===== config.mk =====
export PLATFORM = sky130hd
export DESIGN_NAME = tfp_thermal_fan_pins
export DESIGN_NICKNAME = d
export VERILOG_FILES = /design/src/tfp_pkg.sv /design/src/tfp_thermal_fan_pins.sv
export SDC_FILE = /design/constraint.sdc
export NUM_CORES = 1
export LEC_CHECK = 0
export BUFFER_PORTS_ARGS = -buffer_cell sky130_fd_sc_hd__clkbuf_2
export CORE_MARGIN = 2
export CORE_UTILIZATION = 40
export CTS_CLUSTER_SIZE = 24
export DETAILED_ROUTE_END_ITERATION = 7
export PLACE_DENSITY = 0.71
export SLEW_MARGIN = 20
export SYNTH_ARGS = -nofsm -noshare
export SYNTH_HDL_FRONTEND = slang
export SYNTH_SLANG_ARGS = --single-unit

===== constraint.sdc =====
create_clock -name clock -period 4.15 [get_ports clock]
set_input_delay 0.415 -clock clock [delete_from_list [all_inputs] [get_ports clock]]
set_output_delay 0.415 -clock clock [all_outputs]
set_load 0.1 [all_outputs]

===== src/tfp_pkg.sv =====
// package: register map, field positions and timing for the thermal fan pin control block
package tfp_pkg;
  // ==========================================
  // register byte addresses (wishbone, 32-bit words)
  localparam logic [3:0] ADDR_CONFIG = 4'h0;
  localparam logic [3:0] ADDR_INT_STATUS = 4'h4;
  localparam logic [3:0] ADDR_INT_MASK = 4'h8;
  localparam logic [3:0] ADDR_REMOTE = 4'hc;
  localparam logic [3:0] ADDR_ALERT = 4'h0;

  // ==========================================
  // field positions
  localparam int CFG_INT_EN = 1;
  localparam int CFG_GPI_POL = 2;
  localparam int CFG_FAN_STOP = 3;
  localparam int ST_TEMP = 0;
  localparam int ST_NAND = 1;
  localparam int ST_PWR_LOST = 2;
  localparam int ST_AUX_RST = 3;
  localparam int ST_GPI = 4;
  localparam int RF_RESET_PULSE = 0;
  localparam int RF_POWER_OFF = 1;
  localparam int RF_PULSE_BUSY = 2;

  localparam int STATUS_W = 5;
  localparam logic [7:0] CONFIG_RESET = 8'h00;
  localparam logic [STATUS_W-1:0] MASK_RESET = 5'h1f;
  localparam logic [7:0] FAN_FULL = 8'hff;
  localparam logic [7:0] FAN_OFF_CODE = 8'h00;

  // ==========================================
  // remote reset pulse width
  localparam int CLOCK_MHZ = 200;
  localparam int PULSE_NS = 1000;
  localparam int PULSE_CYCLES = (PULSE_NS * CLOCK_MHZ) / 1000;
  localparam int PULSE_W = 8;

  typedef enum logic [1:0] {
    TFP_IDLE = 2'b01,
    TFP_PULSE = 2'b10
  } tfp_state_t;

  // pin-side outputs grouped
  typedef struct packed {
    logic fan_stop_oe;
    logic alert_a_oe;
    logic alert_b_oe;
    logic interrupt_oe;
    logic remote_reset_oe;
    logic remote_power_off;
  } tfp_pins_t;
endpackage : tfp_pkg


===== src/tfp_thermal_fan_pins.sv =====
// thermal fan pin control: alerts, fan stop, interrupt, general input, remote reset/power-off, nand test
//
// Function
// open-drain fan stop request pulled low asks fan off, released lets it run.
// general input has programmable polarity; active state sets status bit 4.
// floating general input reads as zero before polarity is applied.
// auxiliary reset input driven low resets the device; the power-off latch, fan output register and bus ack ignore it.
// main power lost low forces fan output off and clears remote power-off.
// remote reset message produces low pulse on open-drain remote reset output.
// power-off message sets output and bit high until power lost goes low.
// temperature violation asserts primary alert low and forces fan full speed.
// second open-drain alert carries the same over-temperature indication.
// high on shared fan pin selects nand test, else pin is fan output.
// in nand test mode the primary alert pin carries the nand tree result.
// interrupt output drives low on violation only when config bit 1 set.
// remote function register controls remote reset and remote power-off.
// interrupt mask register masks each interrupt source individually.
// remote reset pulse lasts a fixed number of clock cycles, then releases.
// second alert follows primary alert in same cycle, unaffected by nand test.
`timescale 1ns/1ps
module tfp_thermal_fan_pins
  import tfp_pkg::*;
(
  input wire logic clock,
  input wire logic reset,
  // wishbone classic slave
  input wire logic wb_cyc_i,
  input wire logic wb_stb_i,
  input wire logic wb_we_i,
  input wire logic [3:0] wb_adr_i,
  input wire logic [3:0] wb_sel_i,
  input wire logic [31:0] wb_dat_i,
  output logic [31:0] wb_dat_o,
  output logic wb_ack_o,
  // core-side inputs (same clock)
  input wire logic temp_violation,
  input wire logic [7:0] fan_code,
  input wire logic remote_reset_msg,
  input wire logic remote_off_msg,
  input wire logic nand_tree_result,
  // pins (asynchronous)
  input wire logic general_input,
  input wire logic aux_reset_n,
  input wire logic power_good_n,
  input wire logic nand_test_enable,
  // pin outputs
  output logic [7:0] fan_speed_analog,
  output logic fan_speed_oe,
  output logic fan_stop_n_o,
  output logic fan_stop_n_oe,
  output logic overtemp_alert_a_n_o,
  output logic overtemp_alert_a_n_oe,
  output logic overtemp_alert_b_n_o,
  output logic overtemp_alert_b_n_oe,
  output logic interrupt_n_o,
  output logic interrupt_n_oe,
  output logic remote_reset_n_o,
  output logic remote_reset_n_oe,
  output logic remote_power_off,
  output logic irq
);

  // ==========================================
  // pin synchronisers
  // the pins move at any time; two stages keep a metastable level away from the decoders
  logic [3:0] sync1;
  logic [3:0] sync2;
  always_ff @(posedge clock) begin
    sync1 <= {nand_test_enable, power_good_n, aux_reset_n, general_input};
    sync2 <= sync1;
  end
  wire logic gpi_level = sync2[0];
  wire logic aux_rst_low = ~sync2[1];
  wire logic pwr_lost = ~sync2[2];
  wire logic nand_mode = sync2[3];

  // auxiliary reset acts like the main one except on the power-off latch, the fan output register and the bus ack; synchronised, so it takes two cycles to bite
  wire logic int_reset = reset | aux_rst_low;

  // ==========================================
  // registers
  logic [7:0] config_reg;
  logic [STATUS_W-1:0] int_status;
  logic [STATUS_W-1:0] int_mask;
  logic power_off_bit;
  tfp_state_t state;
  logic [PULSE_W-1:0] pulse_count;

  wire logic bus_req = wb_cyc_i & wb_stb_i & ~wb_ack_o;
  // a write lands at the edge where the master sees ack high, while address and data still stand;
  // the edge that takes the request only launches the registered answer
  wire logic bus_wr = wb_cyc_i & wb_stb_i & wb_ack_o & wb_we_i & wb_sel_i[0];
  wire logic wr_config = bus_wr & (wb_adr_i == ADDR_CONFIG);
  wire logic wr_status = bus_wr & (wb_adr_i == ADDR_INT_STATUS);
  wire logic wr_mask = bus_wr & (wb_adr_i == ADDR_INT_MASK);
  wire logic wr_remote = bus_wr & (wb_adr_i == ADDR_REMOTE);

  // ==========================================
  // general input polarity and event sources
  wire logic gpi_active = gpi_level ^ config_reg[CFG_GPI_POL];
  logic [STATUS_W-1:0] events;
  assign events[ST_TEMP] = temp_violation;
  assign events[ST_NAND] = nand_mode;
  assign events[ST_PWR_LOST] = pwr_lost;
  assign events[ST_AUX_RST] = 1'b0;
  assign events[ST_GPI] = gpi_active;

  // set wins over write-one-to-clear
  logic [STATUS_W-1:0] clr_bits;
  assign clr_bits = wr_status ? wb_dat_i[STATUS_W-1:0] : '0;
  wire logic [STATUS_W-1:0] next_status = (int_status & ~clr_bits) | events;

  // remote triggers: bus message or register write
  wire logic pulse_req = remote_reset_msg | (wr_remote & wb_dat_i[RF_RESET_PULSE]);
  wire logic off_req = remote_off_msg | (wr_remote & wb_dat_i[RF_POWER_OFF]);

  always_ff @(posedge clock) begin
    if (int_reset) begin
      config_reg <= CONFIG_RESET;
      int_status <= '0;
      int_mask <= MASK_RESET;
    end else begin
      if (wr_config) begin
        config_reg <= wb_dat_i[7:0];
      end
      if (wr_mask) begin
        int_mask <= wb_dat_i[STATUS_W-1:0];
      end
      int_status <= next_status;
    end
  end

  // power-off latch survives the aux reset; only the main reset or power loss clears it
  always_ff @(posedge clock) begin
    if (reset | pwr_lost) begin
      power_off_bit <= 1'b0;
    end else if (off_req) begin
      power_off_bit <= 1'b1;
    end
  end

  // ==========================================
  // remote reset pulse
  always_ff @(posedge clock) begin
    if (int_reset) begin
      state <= TFP_IDLE;
      pulse_count <= '0;
    end else begin
      case (state)
        TFP_IDLE: begin
          if (pulse_req) begin
            state <= TFP_PULSE;
            pulse_count <= PULSE_W'(PULSE_CYCLES - 1);
          end
        end
        TFP_PULSE: begin
          if (pulse_count == '0) begin
            state <= TFP_IDLE;
          end else begin
            pulse_count <= pulse_count - 1'b1;
          end
        end
        default: state <= TFP_IDLE;
      endcase
    end
  end

  // ==========================================
  // read mux and ack
  wire logic [31:0] rd_config = {24'h0, config_reg};
  wire logic [31:0] rd_status = {27'h0, int_status};
  wire logic [31:0] rd_mask = {27'h0, int_mask};
  // the start bit reads back as zero: it is a strobe, the busy flag shows the pulse instead
  logic [31:0] rd_remote;
  always_comb begin
    rd_remote = 32'h0;
    rd_remote[RF_POWER_OFF] = power_off_bit;
    rd_remote[RF_PULSE_BUSY] = (state == TFP_PULSE);
  end
  wire logic [31:0] rd_data = (wb_adr_i == ADDR_CONFIG) ? rd_config :
                              (wb_adr_i == ADDR_INT_STATUS) ? rd_status :
                              (wb_adr_i == ADDR_INT_MASK) ? rd_mask :
                              (wb_adr_i == ADDR_REMOTE) ? rd_remote : 32'h0;

  always_ff @(posedge clock) begin
    if (reset) begin
      wb_ack_o <= 1'b0;
      wb_dat_o <= 32'h0;
    end else begin
      wb_ack_o <= bus_req;
      wb_dat_o <= bus_req ? rd_data : 32'h0;
    end
  end

  // ==========================================
  // pin outputs
  wire logic pending = |(int_status & ~int_mask);
  wire logic alert_on = temp_violation;

  always_ff @(posedge clock) begin
    if (reset | pwr_lost) begin
      fan_speed_analog <= FAN_OFF_CODE;
    end else if (alert_on) begin
      fan_speed_analog <= FAN_FULL;
    end else begin
      fan_speed_analog <= fan_code;
    end
  end

  assign fan_speed_oe = ~nand_mode;

  // pin controls travel together; every open-drain pin except the primary alert in nand mode only ever pulls to zero
  // the fan stop request gives way while the alert forces the fan to full speed
  tfp_pins_t pin_ctl;
  always_comb begin
    pin_ctl = '0;
    pin_ctl.fan_stop_oe = config_reg[CFG_FAN_STOP] & ~alert_on;
    pin_ctl.alert_a_oe = nand_mode | alert_on;
    pin_ctl.alert_b_oe = alert_on;
    pin_ctl.interrupt_oe = config_reg[CFG_INT_EN] & pending;
    pin_ctl.remote_reset_oe = (state == TFP_PULSE);
    pin_ctl.remote_power_off = power_off_bit;
  end

  assign fan_stop_n_o = 1'b0;
  assign fan_stop_n_oe = pin_ctl.fan_stop_oe;
  // nand mode drives the result actively, since it is a test output
  assign overtemp_alert_a_n_o = nand_mode ? nand_tree_result : 1'b0;
  assign overtemp_alert_a_n_oe = pin_ctl.alert_a_oe;
  assign overtemp_alert_b_n_o = 1'b0;
  assign overtemp_alert_b_n_oe = pin_ctl.alert_b_oe;
  assign interrupt_n_o = 1'b0;
  assign interrupt_n_oe = pin_ctl.interrupt_oe;
  assign remote_reset_n_o = 1'b0;
  assign remote_reset_n_oe = pin_ctl.remote_reset_oe;
  assign remote_power_off = pin_ctl.remote_power_off;
  assign irq = pending;

  // every status source is sticky: an event is never lost to a clear in the same cycle
  for (genvar b = 0; b < STATUS_W; b++) begin : g_status_check

  end

  // helper: counts how long the remote reset pin has been held, so the whole width is checked
  logic [PULSE_W-1:0] pulse_seen;
  always_ff @(posedge clock) begin
    if (int_reset | ~remote_reset_n_oe) begin
      pulse_seen <= '0;
    end else begin
      pulse_seen <= pulse_seen + 1'b1;
    end
  end
endmodule : tfp_thermal_fan_pins


* Word level (Yosys, flattened, before mapping) *
Index checks and enable logic that the tools add are counted.

storage, ports and cells
  bits in registers = 78
  input port bits = 61
  output and inout bits = 54

operators by class
  $add $sub $neg = 1
  equal/unequal tests = 8
  multiplexer cells = 13
  bitwise operators = 30
  reduce and logical (&&, ||, !) cells = 8

operators by type and width
  kind                                                                      number
  8-bit two-way mux                                                         4
  8-bit case mux with 2 select lines                                        1
  5-bit two-way mux                                                         3
  1-bit AND                                                                 13
  5-bit AND                                                                 2
  5-bit NOT                                                                 2
  5-bit OR reduction                                                        2
  4-bit equality test (second input constant)                               2
  8-bit zero test                                                           1
  8-bit by 1-bit subtractor with 8-bit output (second input constant)       1
  1-bit NOT                                                                 6
  1-bit bitwise OR                                                          5
  5-bit bitwise OR                                                          1
  4-bit by 3-bit equality test with 1-bit output (second input constant)    1
  4-bit zero test                                                           1
  2-bit two-way mux                                                         2
  2-bit inequality test (second input constant)                             2
  2-bit case mux with 2 select lines                                        1
  3-bit two-way mux                                                         1
  3-bit AND reduction                                                       1
  2-bit by 1-bit equality test with 1-bit output (second input constant)    1
  2-bit equality test (second input constant)                               1
  2-bit by 1-bit inequality test with 1-bit output (second input constant)  1
  2-bit AND reduction                                                       1
  other kinds (4)                                                           4

* Depth between registers and ports, before layout *
Gate-level depths: netlist (run 1).

  depth after elaboration = 9
  depth in mapped cells = 6

* Worst setup path before layout (run 1) *
OpenSTA, ideal clock, no wires.

  path kind = flip-flop to output port
  start = register int_status[4]
  end = output interrupt_n_oe
  arrival time = 2,826 ps
  data required time = 3,735 ps
  setup slack = 909 ps
  cell stages (with the launch flop) = 4
  path buffers = 0
  cells stage by stage = dfxtp_1 inv_1 o2111ai_1 and2_1

on the way
  cells in the longest elaborated chain, start to end = 3

RTL lines
  element                 RTL line                     source
  start, declared         tfp_thermal_fan_pins.sv:83   logic [STATUS_W-1:0] int_status;
  start signal, assigned  tfp_thermal_fan_pins.sv:129  int_status <= next_status;
  5-bit AND               tfp_thermal_fan_pins.sv:197  wire logic pending = |(int_status & ~int_mask);
  5-bit OR reduction      tfp_thermal_fan_pins.sv:197
  named net irq           tfp_thermal_fan_pins.sv:60   output logic irq
  1-bit AND               tfp_thermal_fan_pins.sv:220  pin_ctl.interrupt_oe = config_reg[CFG_INT_EN] & pending;
  end, declared           tfp_thermal_fan_pins.sv:56   output logic interrupt_n_oe,

The timed path passes the listed nets, and every way through them passes these cells.

* Final worst setup path (run 1) *
  start = register int_mask[2]
  end = output interrupt_n_oe

on the way
  cells in the longest elaborated chain, start to end = 4

RTL lines
  element                 RTL line                     source
  start, declared         tfp_thermal_fan_pins.sv:84   logic [STATUS_W-1:0] int_mask;
  start signal, assigned  tfp_thermal_fan_pins.sv:127  int_mask <= wb_dat_i[STATUS_W-1:0];
  5-bit NOT               tfp_thermal_fan_pins.sv:197
  5-bit AND               tfp_thermal_fan_pins.sv:197
  5-bit OR reduction      tfp_thermal_fan_pins.sv:197
  1-bit AND               tfp_thermal_fan_pins.sv:220

Every way passes these cells.

==> results of run 1 <==
## synth_stat cells (all sizes together) (2+ instances only)
library cell / n
inv: 18
nand4: 3
o22ai: 2
dfxtp: 54
nor3: 3
a211oi: 3
o21ai: 14
and2: 4
a32o: 2
ha: 2
clkbuf: 4
a211o: 2
nand2: 17
o211ai: 4
or4: 2
a21oi: 13
and3: 5
nor4: 4
o211a: 2
nand3: 2
mux2i: 9
nor2: 29
buf: 32
nor2b: 3
nand2b: 5
mux4: 2
## through the flow
step	utilization [%]	cell area, um2	instances	worst slack [ps]
floorplan	-	2460	285	909
global placement	46.4	2600	380	2320
detailed placement	46.4	2600	380	2290
CTS	48.2	2700	388	2060
global route	48.2	2700	388	1990
finish	48.2	2700	388	2060
## cells by family after synthesis
family / count (synthesis)
buf+inv: 54
compound gates: 50
flops: 54
xor+xnor: 1
mux: 11
simple gates: 85
other cells: 1
fa+ha+maj: 2
## layer usage
metal	vias up	share of wire [%]	global-route usage, %	routed length (um)
li1	947	-	-	-
met5	-	0	0	0
met3	8	7.7	3.67	376
met1	849	44	19.9	2180
met2	79	46	25.5	2240
met4	0	2.3	8.64	111
## power groups by stage
| stage | clock network [mW] | registers (mW) | logic [mW] |
|---|---|---|---|
| floorplan | 0 | 0.593 | 0.206 |
| global placement | 0 | 0.556 | 0.259 |
| detailed placement | 0 | 0.556 | 0.261 |
| CTS | 0.329 | 0.544 | 0.262 |
| global route | 0.344 | 0.547 | 0.276 |
| finish | 0.317 | 0.544 | 0.262 |
## layout by cell type, fill, tap and decap left out, types with 5 or more instances in the layout
master    instances
clkbuf_2         59
nand2_1          17
nor2_1           29
a21oi_1          12
conb_1           28
and3_1            5
o21ai_0           9
dfxtp_1          54
o21ai_1           5
mux2i_1           9
clkbuf_8          6
nand2b_1          5
inv_1            16
## final timing paths
check / to / slack, ps / cells past startpoint
min reg2reg: sync2[2] / 330 / 0
max: interrupt_n_oe / 2060 / 5
min: sync1[0] / 190 / 1
max reg2reg: pulse_count[1] / 2370 / 6
## cell type report
cell class              instances  area (um2)  share of cell area [%]
clock buffers                   6        82.6                    3.06
repair buffers                 59         295                    10.9
multi-input cells             177        1070                    39.5
flip-flops and latches         54        1080                    40.0
clock inverters                 2        17.5                   0.648
well taps                      72        90.1                    3.33
inverters                      18        67.6                    2.50
==> results.py, run 1 <==
metrics = {
    "floorplanning": {
        "start_util_pct": 42.1,
        "core_area_um2": 5610,
        "row_count": 27,
        "dieArea_um2": 6540,
        "die_h_um": 80.9,
        "die_x_um": 80.9,
        "ioPinCount": 115,
    },
    "global_route": {
        "antenna_found_initial": 0,
        "overflow": 0,
        "track_usage_pct": 15.9,
        "grt_pass1_vias": 1749,
        "grt_pass1_wl_mm": 7.96,
        "grt_max_degree": 18,
    },
    "place": {
        "dp_hpwl_mm": 3.74,
        "gp_congestion": 0.816,
        "portBuffers": 59,
    },
    "pwr": {
        "p_per_area_nw_per_um2": 416,
        "comb_power_share_pct": 23.3,
        "swShare_pct": 36.3,
        "pwr-share-seq_pct": 48.5,
        "peakVddDrop_mv": 0.170,
        "p_int_uw": 716,
        "power_mw": 1.12,
        "p_sw_uw": 408,
        "power.leakage_nw": 1.33,
        "pwr-share-clk_pct": 28.2,
    },
    "synth": {
        "synthAdderAreaFrac_pct": 1.06,
        "netlist_area_um2": 2360,
        "async_flop_share_pct": 0,
        "synth_top_area_share_pct": 45.7,
        "synth_cells": 258,
        "ys_seq_elements": 54,
        "synth.avg_cell_area_um2": 9.16,
        "synthFlopType": "dfxtp_1",
        "synth.area.mux_share_pct": 5.72,
        "synth-edff-count": 0,
        "synth.area.top_cells": "dfxtp_1 46%, buf_4 9.5%, nor2_1 4.6%, mux2i_1 3.8%, nand2_1 2.7%",
        "yosysTopAreaCell": "dfxtp_1",
        "synth-compound-area-share_pct": 14.1,
        "synth-simple-area-share_pct": 19.4,
        "synth_cell_types": 53,
        "synth_top_family_by_area": "simple AND/OR/NAND/NOR gates",
        "seq_area_frac_synth_pct": 45.7,
        "ys_warn_count": 0,
        "yosys.area_share.xor_xnor_pct": 0.371,
    },
    "clock_network": {
        "clock_sinks": 54,
        "cts_resized": 0,
        "cts_buffers": 5,
        "postCtsHoldBufs": 0,
        "cts_tree": "built",
        "h-tree-depth": 2,
        "clockRootBuffer": "clkbuf_8",
        "post_cts_buffers": 0,
        "clk_pin_slew_ps": 100,
        "cts_buffer_depth": 2,
        "insertion_delay_ps": 320,
    },
    "route": {
        "drt_first_pass_iters": 4,
        "detail-route-antenna-nets": 0,
        "totalWireLength_mm": 4.91,
        "vias": 1883,
        "drc": 0,
        "vias_per_cell": 4.85,
        "drt_first_iter_violations": 126,
        "wl_per_cell_um": 12.7,
    },
    "critical_path": {
        "critical-path-max-stage-delay_ps": 370,
        "r2r_start": "pulse_count[0]",
        "critPathBufInv": 2,
        "crit_fanout": 3,
        "arrival_ps": 1670,
        "critPathRequiredTime_ps": 3730,
        "path_cells": "inv_1 > a22oi_1 > o2111ai_1 > and2_1 > clkbuf_2",
        "startpoint": "int_mask[2]",
        "crit_path_end_kind": "primary output",
        "cp_top_family": "buffers and inverters",
        "critPathLaunchType": "register",
        "critPathSlowestCell": "dfxtp_1",
        "worstSetupPathType": "reg2out",
    },
    "timing": {
        "fin_skew_ps": 5.58,
        "hold_viol_final": 0,
        "setup-tns-final_ps": 0,
        "fmax_mhz": 480,
        "worst_pin_slew_ps": 883,
        "setup_viol": 0,
        "finalCriticalPeriod_ps": 2090,
        "period_share_pct": 50.3,
        "slew_viol_final": 0,
        "holdWs_ps": 190,
        "relSlewSlack_pct": 41.0,
        "grt_setup_unrepaired": "no",
    },
    "worst_hold_path": {
        "min_path_type": "in2reg",
        "min_from": "general_input",
    },
    "final_layout": {
        "fillers": 566,
        "area_growth_pct": 14.3,
        "drive_gt1_share_pct": 25.6,
        "fin_nets": 378,
        "diodes": 0,
    },
    "status": {
        "status": "finished, final reports clean",
    },
    "flow_run": {
        "maxCapViolations": 0,
    },
}
Power figures use the tool's default switching activity.
==> inputs of run 2 (changes only) <==
--- a/config.mk
+++ b/config.mk
@@ -5,12 +5,13 @@
 export SDC_FILE = /design/constraint.sdc
 export NUM_CORES = 1
 export LEC_CHECK = 0
+export ABC_AREA = 1
 export BUFFER_PORTS_ARGS = -buffer_cell sky130_fd_sc_hd__clkbuf_2
 export CORE_MARGIN = 2
 export CORE_UTILIZATION = 40
 export CTS_CLUSTER_SIZE = 24
 export DETAILED_ROUTE_END_ITERATION = 7
-export PLACE_DENSITY = 0.71
+export PLACE_DENSITY = 0.73
 export SLEW_MARGIN = 20
 export SYNTH_ARGS = -nofsm -noshare
 export SYNTH_HDL_FRONTEND = slang
==> constraint.sdc (replaced) <==
create_clock -name clock -period 1.7 [get_ports clock]
set_input_delay 0.17 -clock clock [delete_from_list [all_inputs] [get_ports clock]]
set_output_delay 0.17 -clock clock [all_outputs]
set_load 0.1 [all_outputs]
==> run 2 against run 1 <==
Against the previous run:
- sequential power rose by 140%
- global-route usage down 1.0 points
- critical endpoint is now remote_reset_n_oe
- die area increased by 2.1%
==> results.py, run 2 <==
metrics = {
    "status": {
        "status": "finished, final reports clean",
    },
    "floorplanning": {
        "dieArea_um2": 6670,
        "ioPinCount": 115,
        "start_util_pct": 41.0,
        "core_area_um2": 5890,
        "die_x_um": 81.7,
        "die_h_um": 81.7,
        "row_count": 28,
    },
    "clock_network": {
        "cts_buffers": 5,
        "clockRootBuffer": "clkbuf_8",
        "postCtsHoldBufs": 4,
        "insertion_delay_ps": 300,
        "h-tree-depth": 2,
        "post_cts_buffers": 0,
        "cts_tree": "built",
        "cts_buffer_depth": 2,
        "clock_sinks": 54,
        "cts_resized": 0,
        "clk_pin_slew_ps": 100,
    },
    "final_layout": {
        "finalNonFillerCells": 461,
        "fin_nets": 448,
        "final_cell_mix": "61 x nand2_1, 57 x clkbuf_2, 53 x dfxtp_1",
        "final_common_cell": "nand2_1",
        "drive_gt1_share_pct": 23.8,
        "diodes": 0,
        "area_growth_pct": 17.0,
    },
    "place": {
        "portBuffers": 59,
        "placed_cells": 449,
        "dp_hpwl_mm": 3.73,
        "gp_congestion": 0.833,
    },
    "worst_hold_path": {
        "min_from": "fan_code[1]",
        "min_to": "fan_speed_analog[1]",
        "min_path_type": "in2reg",
        "hold_path_depth": 3,
    },
    "route": {
        "vias": 2016,
        "drc": 0,
        "vias_per_cell": 4.37,
        "drt_first_iter_violations": 93,
        "drt_first_pass_iters": 4,
        "totalWireLength_mm": 4.73,
        "wl_per_cell_um": 10.3,
        "detail-route-antenna-nets": 0,
    },
    "critical_path": {
        "rrSetupSlack_ps": 350,
        "crit_path_end_kind": "primary output",
        "reg2regPathDepth": 9,
        "worstSetupPathType": "reg2out",
        "r2r_start": "pulse_count[0]",
        "crit_fanout": 7,
        "critPathRequiredTime_ps": 1530,
        "timing.rr.end": "pulse_count[5]",
        "arrival_ps": 1400,
        "critPathLaunchType": "register",
    },
    "timing": {
        "setup_viol": 0,
        "holdWs_ps": 75.2,
        "worst_pin_slew_ps": 547,
        "slew_viol_final": 0,
        "fin_skew_ps": 9.45,
        "hold_viol_final": 0,
        "grt_setup_unrepaired": "no",
        "setup-tns-final_ps": 0,
        "period_share_pct": 92.6,
        "fmax_mhz": 635,
        "finalCriticalPeriod_ps": 1570,
        "relSlewSlack_pct": 63.7,
    },
    "synth": {
        "synth_cells": 319,
        "netlist_area_um2": 2410,
        "synth_top_area_share_pct": 44.8,
        "ys_warn_count": 0,
        "synth_cell_types": 31,
        "ys_seq_elements": 54,
        "yosysTopAreaCell": "dfxtp_1",
        "synth.area.top_cells": "dfxtp_1 45%, nand2_1 9.6%, buf_4 9.0%, nor2_1 6.5%, inv_1 6.1%",
        "seq_area_frac_synth_pct": 44.8,
        "synth.most_common_cell": "nand2_1",
        "synth.avg_cell_area_um2": 7.57,
        "synthTopCellsByCount": "62 x nand2_1, 54 x dfxtp_1, 42 x nor2_1",
        "synthFlopType": "dfxtp_1",
        "synth-edff-count": 0,
        "async_flop_share_pct": 0,
    },
    "global_route": {
        "grt_pass1_wl_mm": 7.67,
        "grt_max_degree": 21,
        "grt_pass1_vias": 1762,
        "overflow": 0,
        "antenna_found_initial": 0,
        "track_usage_pct": 14.9,
    },
    "pwr": {
        "peakVddDrop_mv": 0.349,
        "p_per_area_nw_per_um2": 955,
        "power.leakage_nw": 1.34,
    },
    "flow_run": {
        "maxCapViolations": 0,
    },
}
[run 2: cell count changes in the layout (fill, tap and decap cells not counted), sizes merged, moves of 4 or more]
cell and change:
and3 -5, buf +4, inv +24, nand3 +24, nor4 -4, nand2 +50
nor2 +21, mux2i -9, dlygate4sd3 +4, a21oi +4, nand2b -5
[run 2: where the power goes]
| group | internal [mW] | total (mW) | switching (mW) |
|---|---|---|---|
| sequential | 1.30 | 1.33 | 0.0216 |
| clock | 0.290 | 0.702 | 0.412 |
| combinational | 0.110 | 0.670 | 0.560 |
[run 2: final cells by class]
cell class | instances | area, um2
Timing Repair Buffer | 65 | 355
Multi-Input combinational cell | 217 | 1050
Sequential cell | 54 | 1080
Clock inverter | 3 | 21.3
Clock buffer | 5 | 68.8
Inverter | 42 | 158
Fill cell | 606 | 3060
Tap cell | 75 | 93.8
[run 2: cell families after synthesis]
group           Yosys count  synth area share (%)
compound gates           39                  9.28
xor+xnor                  2                 0.726
fa+ha+maj                 2                  1.04
buf+inv                  75                  16.5
flops                    54                  44.8
other cells               1                 0.155
simple gates            146                  27.5
[run 2: worst max path at each step]
stage                         startpoint           endpoint  slack [ps]  depth (start not counted)
after floorplan            int_status[0]     interrupt_n_oe         -10                          4
final                           state[1]  remote_reset_n_oe         130                          3
after detailed placement  pulse_count[0]     pulse_count[5]         350                          9
after global placement          wb_ack_o           state[0]         370                          7
after CTS                       state[1]  remote_reset_n_oe         100                          3
after global routing       int_status[0]     interrupt_n_oe           8                          5
[run 2: per-layer routing]
metal	GRT usage [%]	wire length (um)	part of all wire [%]	vias up
li1	-	-	-	1074
met1	18.2	2050	43	876
met2	25.5	2350	50	57
met3	3.30	247	5.2	9
met4	6.00	90	1.9	0
met5	0	0	0	-
[run 2: critical path: stages, from the launching register on]
cell	delay (ps)
dfxtp_1	370
inv_2	60
nor2_4	180
clkbuf_2	490
[run 2: through the flow]
| step | setup slack (ps) | total power, mW | utilization, % | instance area [um2] |
|---|---|---|---|---|
| after floorplan | -13.4 | 1.97 | - | 2530 |
| after global placement | 374 | 2.01 | 45.8 | 2700 |
| after detailed placement | 350 | 2.02 | 45.8 | 2700 |
| after CTS | 97.9 | 2.74 | 48.0 | 2830 |
| after global routing | 7.77 | 2.84 | 48.0 | 2830 |
| final | 126 | 2.70 | 48.0 | 2830 |
